==> config.mk <==
export PLATFORM = sky130hd
export DESIGN_NAME = asr_readout
export DESIGN_NICKNAME = d
export VERILOG_FILES = /design/src/core/asr_pkg.sv /design/src/core/asr_buf2.sv /design/src/core/asr_readout.sv
export SDC_FILE = /design/constraint.sdc
export NUM_CORES = 1
export LEC_CHECK = 0
export BUFFER_PORTS_ARGS = -buffer_cell sky130_fd_sc_hd__buf_2
export CAP_MARGIN = 30
export CORE_UTILIZATION = 45
export CTS_BUF_LIST = sky130_fd_sc_hd__clkbuf_4 sky130_fd_sc_hd__clkbuf_8
export CTS_CLUSTER_DIAMETER = 80
export CTS_CLUSTER_SIZE = 20
export DETAILED_ROUTE_END_ITERATION = 8
export RECOVER_POWER = 50
export SYNTH_ARGS = -nofsm -noshare
export SYNTH_HDL_FRONTEND = slang
export SYNTH_SLANG_ARGS = --single-unit
==> constraint.sdc <==
create_clock -name CLK_SYS_IN -period 6.76 [get_ports CLK_SYS_IN]
set_clock_uncertainty 0.1 [all_clocks]
set_input_delay 0.676 -clock CLK_SYS_IN [delete_from_list [all_inputs] [get_ports CLK_SYS_IN]]
set_output_delay 0.676 -clock CLK_SYS_IN [all_outputs]
set_load 0.1 [all_outputs]
==> src/core/asr_pkg.sv <==
// Purpose : Shared constants for the converter sample readout block
// Assumes : One 50 MHz system clock, conversion strobe arrives as a pin
// Notes   : Analog input is modelled as a signed digital level per step
package asr_pkg;
   // ----------------------------------------------------------------
   // Word layout and coding
   // ----------------------------------------------------------------
   localparam int          ASR_DATA_W   = 10;
   localparam int          ASR_LEVEL_W  = 12;
   localparam logic [9:0]  ASR_CODE_PFS = 10'h3FF;  // Positive full scale, all ones
   localparam logic [9:0]  ASR_CODE_NFS = 10'h000;  // Negative full scale, all zeros
   localparam logic [9:0]  ASR_CODE_PHS = 10'h300;  // Positive half scale 1100000000
   localparam logic [9:0]  ASR_CODE_MID = 10'h200;  // Bipolar zero
   // Signed input level: 0 is bipolar zero, one count per step
   localparam logic signed [11:0] ASR_LVL_MAX = 12'sh1FF;
   localparam logic signed [11:0] ASR_LVL_MIN = -12'sh200;
   // ----------------------------------------------------------------
   // Timing
   // ----------------------------------------------------------------
   localparam int ASR_CLK_MHZ       = 50;
   localparam int ASR_LAT_HALVES    = 5;           // Two and a half strobe periods
   localparam int ASR_TPR_NS        = 20;          // Output propagation delay
   localparam int ASR_TPR_CYC       = (ASR_TPR_NS * ASR_CLK_MHZ + 999) / 1000;
   localparam int ASR_BUF_DEPTH     = 2;
endpackage : asr_pkg

==> src/core/asr_buf2.sv <==
// Purpose : Two-entry valid/ready buffer for captured sample words
// Assumes : Single clock, synchronous active-high reset
// Notes   : Full only when both entries hold data; never drops a word
`timescale 1ns/1ps
module asr_buf2 #(
   parameter int WIDTH = 11
) (
   // Clock and reset
   input  wire logic             clk_in,
   input  wire logic             rst_in,
   // Fill side
   input  wire logic             s_valid_in,
   output logic                  s_ready_out,
   input  wire logic [WIDTH-1:0] s_data_in,
   // Drain side
   output logic                  m_valid_out,
   input  wire logic             m_ready_in,
   output logic [WIDTH-1:0]      m_data_out
);
   logic [WIDTH-1:0] mem_r [2];
   logic             wr_ptr_r;
   logic             rd_ptr_r;
   logic [1:0]       cnt_r;
   logic             push;
   logic             pop;

   initial begin
      if (WIDTH < 1) $error("asr_buf2: WIDTH must be positive");
   end

   // Handshakes straight from occupancy
   assign s_ready_out = (cnt_r != 2'h2);
   assign m_valid_out = (cnt_r != 2'h0);
   assign push        = s_valid_in && s_ready_out;
   assign pop         = m_valid_out && m_ready_in;

   // Storage write
   always_ff @(posedge clk_in) begin
      if (push) begin
         mem_r[wr_ptr_r] <= s_data_in;
      end
   end

   // Pointers and count
   always_ff @(posedge clk_in) begin
      if (rst_in) begin
         wr_ptr_r <= 1'b0;
         rd_ptr_r <= 1'b0;
         cnt_r    <= 2'h0;
      end else begin
         if (push) wr_ptr_r <= ~wr_ptr_r;
         if (pop)  rd_ptr_r <= ~rd_ptr_r;
         if (push && !pop)      cnt_r <= cnt_r + 2'h1;
         else if (pop && !push) cnt_r <= cnt_r - 2'h1;
      end
   end

   // Head word from a register-held memory entry
   assign m_data_out = mem_r[rd_ptr_r];
endmodule : asr_buf2

==> src/core/asr_readout.sv <==
// Purpose : Digital readout of a 10-bit pipelined sampling converter
// Assumes : Strobe and analog level arrive from outside, are synchronised
// Notes   : The strobe is oversampled by the 50 MHz clock; strobe must be slower
//           The level is taken only once two synchronised samples of it agree
//
// Summary of operation
// Strobe source keeps 50 percent duty, within ten percent.
// Strobe source never runs below the minimum sample rate.
// Strobe must be continuous and free running, no bursts.
// Each strobe rising edge captures the input and starts a conversion.
// Result appears two and a half strobe periods after its capture edge.
// Output word updates one propagation delay after each falling edge.
// Offset binary: all ones top, all zeros bottom, 1100000000 half scale.
// Below negative full scale by one step: flag high, word all zeros.
// Flag is active high for over-range in either direction, else low.
// Receiver buffers the data lines close to the device.
// Receiver takes word and flag as one valid sample per period.
`timescale 1ns/1ps
module asr_readout
   import asr_pkg::*;
#(
   parameter int TPR_CYC = asr_pkg::ASR_TPR_CYC
) (
   // Clock and reset
   input  wire logic                          CLK_SYS_IN,
   input  wire logic                          SYS_RST_IN,
   // Conversion strobe and analog level from outside
   input  wire logic                          STROBE_IN,
   input  wire logic signed [ASR_LEVEL_W-1:0] ANALOG_INPUT_IN,
   // Output pins of the converter
   output logic [ASR_DATA_W-1:0]              SAMPLE_WORD_BITS_OUT,
   output logic                               OUT_OF_RANGE_OUT,
   // Buffered sample stream to capture logic
   output logic                               SAMPLE_VALID_OUT,
   input  wire logic                          SAMPLE_READY_IN,
   output logic [ASR_DATA_W:0]                SAMPLE_DATA_OUT,
   output logic                               SAMPLE_LOST_OUT
);
   import asr_pkg::*;

   localparam int PIPE = ASR_LAT_HALVES;

   initial begin
      if (TPR_CYC < 1 || TPR_CYC > 255) $error("asr_readout: TPR_CYC out of range");
      if (ASR_BUF_DEPTH != 2) $error("asr_readout: buffer holds exactly two words");
      if (PIPE < 2) $error("asr_readout: pipeline needs two stages or more");
   end

   // ----------------------------------------------------------------
   // Input synchronisers
   // ----------------------------------------------------------------
   logic                          stb_m_r, stb_s_r, stb_d_r;
   logic signed [ASR_LEVEL_W-1:0] lvl_m_r, lvl_s_r;
   logic signed [ASR_LEVEL_W-1:0] lvl_d_r, lvl_q_r;
   logic                          stb_rise, stb_fall;

   // Two flops on the strobe and level inputs before any logic reads them
   always_ff @(posedge CLK_SYS_IN) begin
      stb_m_r <= STROBE_IN;
      stb_s_r <= stb_m_r;
      lvl_m_r <= ANALOG_INPUT_IN;
      lvl_s_r <= lvl_m_r;
   end

   // Bits of a moving level may land on different clocks; a word is taken
   // only once two synchronised samples agree, at one clock of extra aperture
   always_ff @(posedge CLK_SYS_IN) begin
      lvl_d_r <= lvl_s_r;
      if (lvl_s_r == lvl_d_r) lvl_q_r <= lvl_s_r;
   end

   // Edge history of the synchronised strobe; it follows the pin through reset,
   // so a release while the strobe is high yields no false rising edge
   always_ff @(posedge CLK_SYS_IN) begin
      stb_d_r <= stb_s_r;
   end

   // Edges are seen two clocks after the pin; pins and stream share that lag
   assign stb_rise = stb_s_r && !stb_d_r;
   assign stb_fall = !stb_s_r && stb_d_r;

   // ----------------------------------------------------------------
   // Quantiser
   // ----------------------------------------------------------------
   logic [ASR_DATA_W-1:0] q_code;
   logic                  q_oor;

   // Offset binary coding
   // Clamp below range
   // Flag either side
   always_comb begin
      q_oor  = 1'b0;
      q_code = ASR_CODE_MID;
      if (lvl_q_r > ASR_LVL_MAX) begin
         q_oor  = 1'b1;
         q_code = ASR_CODE_PFS;
      end else if (lvl_q_r < ASR_LVL_MIN) begin
         q_oor  = 1'b1;
         q_code = ASR_CODE_NFS;
      end else begin
         q_code = ASR_DATA_W'(lvl_q_r - ASR_LVL_MIN);
      end
   end

   // ----------------------------------------------------------------
   // Conversion pipeline, one stage per strobe half period
   // ----------------------------------------------------------------
   logic [ASR_DATA_W:0] stage_r [PIPE];
   logic [PIPE-1:0]     stage_v_r;
   logic                half_edge;

   assign half_edge = stb_rise || stb_fall;

   // Capture on rising edge
   always_ff @(posedge CLK_SYS_IN) begin
      if (SYS_RST_IN) begin
         stage_v_r <= '0;
      end else if (half_edge) begin
         stage_v_r <= {stage_v_r[PIPE-2:0], stb_rise};
      end
   end

   // Two and a half periods
   generate
      for (genvar i = 0; i < PIPE; i++) begin : g_stage
         if (i == 0) begin : g_head
            // Head stage loads a new code only at a rising edge
            always_ff @(posedge CLK_SYS_IN) begin
               if (SYS_RST_IN) begin
                  stage_r[i] <= '0;
               end else if (half_edge && stb_rise) begin
                  stage_r[i] <= {q_oor, q_code};
               end
            end
         end else begin : g_tail
            // Later stages shift at every half period
            always_ff @(posedge CLK_SYS_IN) begin
               if (SYS_RST_IN) begin
                  stage_r[i] <= '0;
               end else if (half_edge) begin
                  stage_r[i] <= stage_r[i-1];
               end
            end
         end
      end
   endgenerate

   // ----------------------------------------------------------------
   // Output propagation delay after the falling edge
   // ----------------------------------------------------------------
   logic [7:0]          tpr_cnt_r;
   logic                tpr_busy_r;
   logic                upd;
   logic [ASR_DATA_W:0] held_r;
   logic                held_v_r;

   // Latch the pipeline tail at the falling edge, release after delay
   always_ff @(posedge CLK_SYS_IN) begin
      if (SYS_RST_IN) begin
         held_r   <= '0;
         held_v_r <= 1'b0;
      end else if (stb_fall) begin
         held_r   <= stage_r[PIPE-1];
         held_v_r <= stage_v_r[PIPE-1];
      end
   end

   // Delay after fall
   always_ff @(posedge CLK_SYS_IN) begin
      if (SYS_RST_IN) begin
         tpr_cnt_r  <= 8'h00;
         tpr_busy_r <= 1'b0;
      end else if (stb_fall) begin
         tpr_cnt_r  <= 8'(TPR_CYC - 1);
         tpr_busy_r <= 1'b1;
      end else if (tpr_busy_r) begin
         if (tpr_cnt_r == 8'h00) tpr_busy_r <= 1'b0;
         else                    tpr_cnt_r  <= tpr_cnt_r - 8'h01;
      end
   end

   assign upd = tpr_busy_r && (tpr_cnt_r == 8'h00);

   // Output pins change only at the update point
   always_ff @(posedge CLK_SYS_IN) begin
      if (SYS_RST_IN) begin
         SAMPLE_WORD_BITS_OUT <= ASR_CODE_NFS;
         OUT_OF_RANGE_OUT     <= 1'b0;
      end else if (upd) begin
         SAMPLE_WORD_BITS_OUT <= held_r[ASR_DATA_W-1:0];
         OUT_OF_RANGE_OUT     <= held_r[ASR_DATA_W];
      end
   end

   // ----------------------------------------------------------------
   // Sample stream through the two-entry buffer
   // ----------------------------------------------------------------
   logic buf_ready;
   logic push_v;

   // Only words that carry a real capture enter the stream, never reset zeros
   assign push_v = upd && held_v_r;

   // Sticky flag when the receiver stalled long enough to overflow the buffer
   always_ff @(posedge CLK_SYS_IN) begin
      if (SYS_RST_IN)              SAMPLE_LOST_OUT <= 1'b0;
      else if (push_v && !buf_ready) SAMPLE_LOST_OUT <= 1'b1;
   end

   // The buffer rides out a receiver stall of up to two strobe periods
   asr_buf2 #(
      .WIDTH       (ASR_DATA_W + 1)
   ) u_buf (
      .clk_in      (CLK_SYS_IN),
      .rst_in      (SYS_RST_IN),
      .s_valid_in  (push_v),
      .s_ready_out (buf_ready),
      .s_data_in   (held_r),
      .m_valid_out (SAMPLE_VALID_OUT),
      .m_ready_in  (SAMPLE_READY_IN),
      .m_data_out  (SAMPLE_DATA_OUT)
   );
endmodule : asr_readout

==> results of run 1 <==
[through the flow]
stage | worst slack (ns) | utilization (%) | instances
after global placement | 3.90 | 49.8 | 615
after floorplan | 4.19 | - | 416
after global routing | 3.51 | 53.2 | 648
final | 3.83 | 53.2 | 648
after CTS | 3.78 | 53.2 | 648
after detailed placement | 3.79 | 49.9 | 616
[path summary, 6_finish.rpt]
check | from | to | slack [ns] | depth (start not counted)
worst max-delay path | SYS_RST_IN | stage_r[1][9] | 3.83 | 4
worst min-delay path | lvl_m_r[0] | lvl_s_r[0] | 0.23 | 0
worst max register to register | tpr_cnt_r[0] | u_buf.mem_r[0][7] | 3.84 | 5
worst min register to register | lvl_m_r[0] | lvl_s_r[0] | 0.23 | 0
[cell type report]
class                      instances  area, um^2
inverter                           7        26.3
tap                              172         215
clock inverter                     6        82.6
timing repair buffer              44         240
multi-input combinational        222        1550
sequential                       171        4310
clock buffer                      26         339
fill                            1111        5960
[cell families (layout without fill, tap and decap cells)]
family	after synthesis	count (layout)	share of synthesized area, %
AO/OA/AOI/OAI	48	48	5.23
XOR/XNOR	15	15	2.21
adder cells (fa/ha/maj)	4	4	0.843
buffers and inverters	23	83	1.50
flip-flops	171	171	72.7
multiplexers	32	32	5.71
AND/OR/NAND/NOR	123	123	11.8
[per-layer routing]
layer,wire [um],GRT usage [%],up-vias
li1,-,-,1568
met1,3780,15.9,1501
met2,4130,23.4,50
met3,309,4.38,12
met4,136,7.34,0
met5,0,0,-
[synthesized netlist by cell type, drive strengths merged (2+ instances only)]
library cell  number
a21oi             19
and2              45
buf                3
clkbuf            13
dfxtp             82
edfxtp            89
ha                 4
inv                7
mux2              12
mux2i             20
nand2              9
nand2b             2
nand3             11
nand4              3
nand4b             2
nor2              29
nor2b              3
nor3               3
nor4b              2
o21a               9
o21ai             13
o31ai              2
or2                3
or3                5
xnor2             12
xor2               3
[registers in the layout (all words and copies together), names as in the netlist, 2 cells and up, named ones only]
| signal | flops |
|---|---|
| lvl_q_r | 12 |
| held_r | 11 |
| tpr_cnt_r | 8 |
| lvl_d_r | 12 |
| SAMPLE_WORD_BITS_OUT | 10 |
| lvl_m_r | 12 |
| u_buf.cnt_r | 2 |
| stage_r | 55 |
| stage_v_r | 5 |
| lvl_s_r | 12 |
| u_buf.mem_r | 22 |
[cells in the final DEF, fill, tap and decap left out, types with 4 or more instances in the layout]
cell type / synthesis / layout
dfxtp_1: 82 / 82
and2_0: 0 / 6
nand2_1: 9 / 9
buf_2: 2 / 38
o21a_1: 9 / 9
nand3_1: 11 / 11
o21ai_0: 13 / 13
clkbuf_8: 0 / 23
or3_1: 5 / 5
mux2i_1: 20 / 20
inv_1: 7 / 7
ha_1: 4 / 4
mux2_2: 11 / 11
xnor2_1: 12 / 12
a21oi_1: 19 / 19
edfxtp_1: 89 / 89
nor2_1: 29 / 29
and2_1: 45 / 39
[report_power, final]
part | leakage [uW] | total [uW] | switching, uW | internal [uW]
Clock | 0.000219 | 727 | 328 | 399
Combinational | 0.000765 | 102 | 68.9 | 33.1
Sequential | 0.00160 | 1150 | 17.7 | 1140
Total | 0.00258 | 1980 | 415 | 1570
==> qor.yml, run 1 <==
synth:
  async_reset_ff_share_pct: 0
  synth_top_cell_area_share_pct: 45.0
  yosys_register_bits: 171
  yosysTopAreaCell: "edfxtp_1"
  ys_types: 40
  synthCells: 416
  synthFlopType: "edfxtp_1"
  synth-edff-count: 89
  syn_area_per_cell_um2: 14.3
  yosysWarnings: 0
  yosysSeqAreaShare_pct: 72.7
  synth_fp_nets: 436
  synth_area_um2: 5940
  synth_area_leaders: "edfxtp_1 (45%), dfxtp_1 (28%), and2_1 (4.7%)"
global_routing:
  grt_pass1_wl_um: 14100
  antenna_found_initial: 0
  gr-total-overflow: 0
  grtUsageTotal_pct: 13.9
  grt_max_degree: 45
  grt_pass1_vias: 3070
sta:
  timing.setup.tns_ns: 0
  max_clock_freq_mhz: 341
  grt_setup_unrepaired: "false"
  maxSlewHeadroom_pct: -21.8
  finalCriticalPeriod_ns: 2.93
  fin_crit_sh_pct: 43.3
  max_slew.worst_pin.slew_ns: 1.83
  slew_viol_final: 45
  holdWs_ns: 0.229
  setup_viol: 0
  hold_viol: 0
clock_network:
  holdBufCountCts: 0
  cts_made_buffers: 17
  cts.sinks: 171
  clock_path_buffers: 2
  cts_root_buf: "clkbuf_8"
  cts_resized: 0
  clk_pin_slew_ns: 0.07
  cts_tree: "built"
  clock_latency_ns: 0.44
  cts_setup_buffers: 0
  cts-htree-levels: 4
floorplan:
  num_rows: 41
  num_io_pins: 40
  fp.dieH_um: 117
  initial_core_util_pct: 46.7
  die_x_um: 117
  die_area_um2: 13700
  fp.coreArea_um2: 12700
critical_path:
  critPathCaptureType: "flop"
  path_max_fanout: 44
  crit_path_frequent_cell: "clkbuf_1"
  crit_type: "in -> reg"
  crit_slowest_cell: "clkbuf_1"
  critPathTopFamily: "buffers and inverters"
  start_kind: "input port"
  cp.arrival_ns: 3.02
  worst-path-buf-inv: 2
  cpPeakStageDelay_ns: 1.28
  crit_chain: "clkbuf_1, nor2_1, clkbuf_1, and2_1"
  worstPathRequired_ns: 6.85
place:
  gp_congestion: 0.745
  portBuffers: 39
  dpl_cell_area_um2: 6350
  dp_hpwl_um: 5320
routing:
  ant_nets: 0
  vias_per_cell: 4.83
  wl_per_cell_um: 12.9
  vias: 3131
  drc: 0
  wl_um: 8350
  drtIter0Drc: 193
  first_pass_iters: 4
power:
  peakVddDrop_uv: 225
  p_leak_uw: 0.00258
  power_density_nw_per_um2: 293
  finalPower_uw: 1980
flow_run:
  max_cap_violations: 1
finish:
  design_area_um2: 6760
  drive_above_1_share_pct: 20.0
  diodes: 0
  nets: 483
  area_growth_pct: 13.9
status:
  status: "finished with violations"
  failed_checks: "max-capacitance violations, max-slew violations"
min_path:
  holdCritPathClass: "reg -> reg"
Note: power is estimated with default switching activity, not from simulation.
==> run 2, diff against run 1 <==
clock period = 2.7 ns   (was 6.76 ns; I/O delays follow)
==> run 2 against run 1 <==
The run now ends clean. Highest routed layer unchanged. Hold slack lost 0.042 ns. Core utilization increased by 0.90 points. First-iteration DRC count fell by 8.8%. Worst setup slack worse by 3.7 ns. Register-to-register slack worse by 3.7 ns. Cell area grew 1.7%. Clock-buffer cell count fell by 1. Largest cell class unchanged. Largest power group unchanged.
==> qor.yml, run 2 (synthesized netlist as in run 1, its figures left out) <==
status:
  status: "finished clean"
finish:
  final_common_cell: "edfxtp_1"
  top_register: "stage_r"
  area_growth_pct: 15.9
  most-common-layout-cells: "edfxtp_1 (89), dfxtp_1 (82), and2_1 (45)"
  drive_above_1_share_pct: 17.8
  largest_register_ffs: 55
  reg_top3: "stage_r (55), u_buf.mem_r (22)"
  final_cells: 665
  nets: 500
  n_fill_cell: 1111
  diodes: 0
clock_network:
  holdBufCountCts: 13
  cts_resized: 0
  clk_pin_slew_ns: 0.08
  cts-htree-levels: 4
  cts_setup_buffers: 0
  cts_root_buf: "clkbuf_8"
  clock_path_buffers: 2
  clock_latency_ns: 0.43
  cts.sinks: 171
  cts_tree: "built"
  cts_made_buffers: 17
sta:
  slew_viol_final: 0
  setup_viol: 0
  maxSlewHeadroom_pct: 22.5
  max_slew.worst_pin.slew_ns: 1.17
  hold_viol: 0
  timing.setup.tns_ns: 0
  fin_crit_sh_pct: 93.5
  max_clock_freq_mhz: 396
  finalCriticalPeriod_ns: 2.53
  grt_setup_unrepaired: "false"
power:
  finalPower_uw: 4920
  p_leak_uw: 0.00260
  peakVddDrop_uv: 663
  power_density_nw_per_um2: 715
floorplan:
  fp.dieH_um: 117
  fp.coreArea_um2: 12700
  die_x_um: 117
  num_io_pins: 40
  die_area_um2: 13700
  num_rows: 41
  initial_core_util_pct: 46.7
global_routing:
  grtUsageTotal_pct: 13.9
  antenna_found_initial: 0
  grt_pass1_vias: 3132
  grt_pass1_wl_um: 14200
  grt_max_degree: 45
  gr-total-overflow: 0
critical_path:
  cp.arrival_ns: 2.78
  critPathTopFamily: "simple AND/OR/NAND/NOR gates"
  r2r-end: "u_buf.cnt_r[1]"
  crit_type: "reg -> reg"
  r2r-start: "tpr_cnt_r[0]"
  r2r_slack_ns: 0.17
  crit_slowest_cell: "or4bb_4"
  cpPeakStageDelay_ns: 0.60
  path_max_fanout: 15
  rr_worst_depth: 7
  crit_chain: "inv_1, ha_1, or4bb_4, nor4b_4, ha_1, or3_1, a21oi_1"
  worstPathRequired_ns: 2.95
  crit_path_frequent_cell: "ha_1"
  critPathCaptureType: "flop"
  worst-path-buf-inv: 1
  start_kind: "flop"
place:
  place_inst: 620
  dp_hpwl_um: 5200
  portBuffers: 39
  gp_congestion: 0.739
routing:
  drtIter0Drc: 176
  vias_per_cell: 4.80
  first_pass_iters: 4
  vias: 3193
  wl_per_cell_um: 12.6
  ant_nets: 0
  wl_um: 8410
  drc: 0
flow_run:
  max_cap_violations: 0
min_path:
  hp-start: "SAMPLE_READY_IN"
  holdCritPathClass: "in -> reg"
  whs_path_depth: 4
==> run 2: changes by cell type in the layout (fill, tap and decap cells not counted), sizes merged <==
cell	change
dlygate4sd3	+13
clkbuf	+12
buf	-9
clkinv	+1
==> run 2: worst reg2reg max path, cell delays in order, from the launching register on <==
cell and delay (ns):
dfxtp_1 0.34, inv_1 0.08, ha_1 0.27, or4bb_4 0.60, nor4b_4 0.27, ha_1 0.30, or3_1 0.36, a21oi_1 0.14
==> run 2: final cells by class <==
cell class	count	area, um^2	area share, %
flip-flops and latches	171	4310	62.7
multi-input cells	222	1550	22.5
repair buffers	61	368	5.35
clock buffers	25	319	4.64
well taps	172	215	3.13
clock inverters	7	87.6	1.27
inverters	7	26.3	0.382
==> run 2: how the worst max path moves through the flow <==
stage / start / endpoint / cells after the start
6_report: tpr_cnt_r[0] / u_buf.cnt_r[1] / 7
5_1_grt: tpr_cnt_r[0] / u_buf.cnt_r[1] / 7
4_1_cts: tpr_cnt_r[0] / u_buf.cnt_r[1] / 7
3_5_place_dp: tpr_cnt_r[0] / u_buf.cnt_r[1] / 7
3_3_place_gp: tpr_cnt_r[0] / u_buf.cnt_r[1] / 7
2_1_floorplan: tpr_cnt_r[0] / u_buf.mem_r[0][0] / 5
==> run 2: where the power goes <==
part	leakage, uW	internal, uW	switching [uW]
Combinational	0.000787	92.5	172
Sequential	0.00160	2850	45.2
Clock	0.000213	957	805
==> run 2: per-layer routing <==
layer,track usage (%),up-vias,share of wire (%),wire (um)
li1,-,1603,-,-
met1,14.6,1532,43,3660
met2,25.1,51,51,4320
met3,5.46,7,4.2,355
met4,5.49,0,0.89,75
met5,0,-,0,0
==> run 2: stage by stage <==
| step | cell area [um^2] | hold WS [ns] | utilization [%] | worst slack (ns) |
|---|---|---|---|---|
| floorplan | 5940 | 0.198 | - | 0.211 |
| global placement | 6380 | 0.211 | 50.1 | 0.258 |
| detailed placement | 6380 | 0.212 | 50.1 | 0.179 |
| CTS | 6920 | 0.158 | 54.4 | 0.158 |
| global route | 6880 | 0.204 | 54.1 | 0.0466 |
| finish | 6880 | 0.187 | 54.1 | 0.174 |
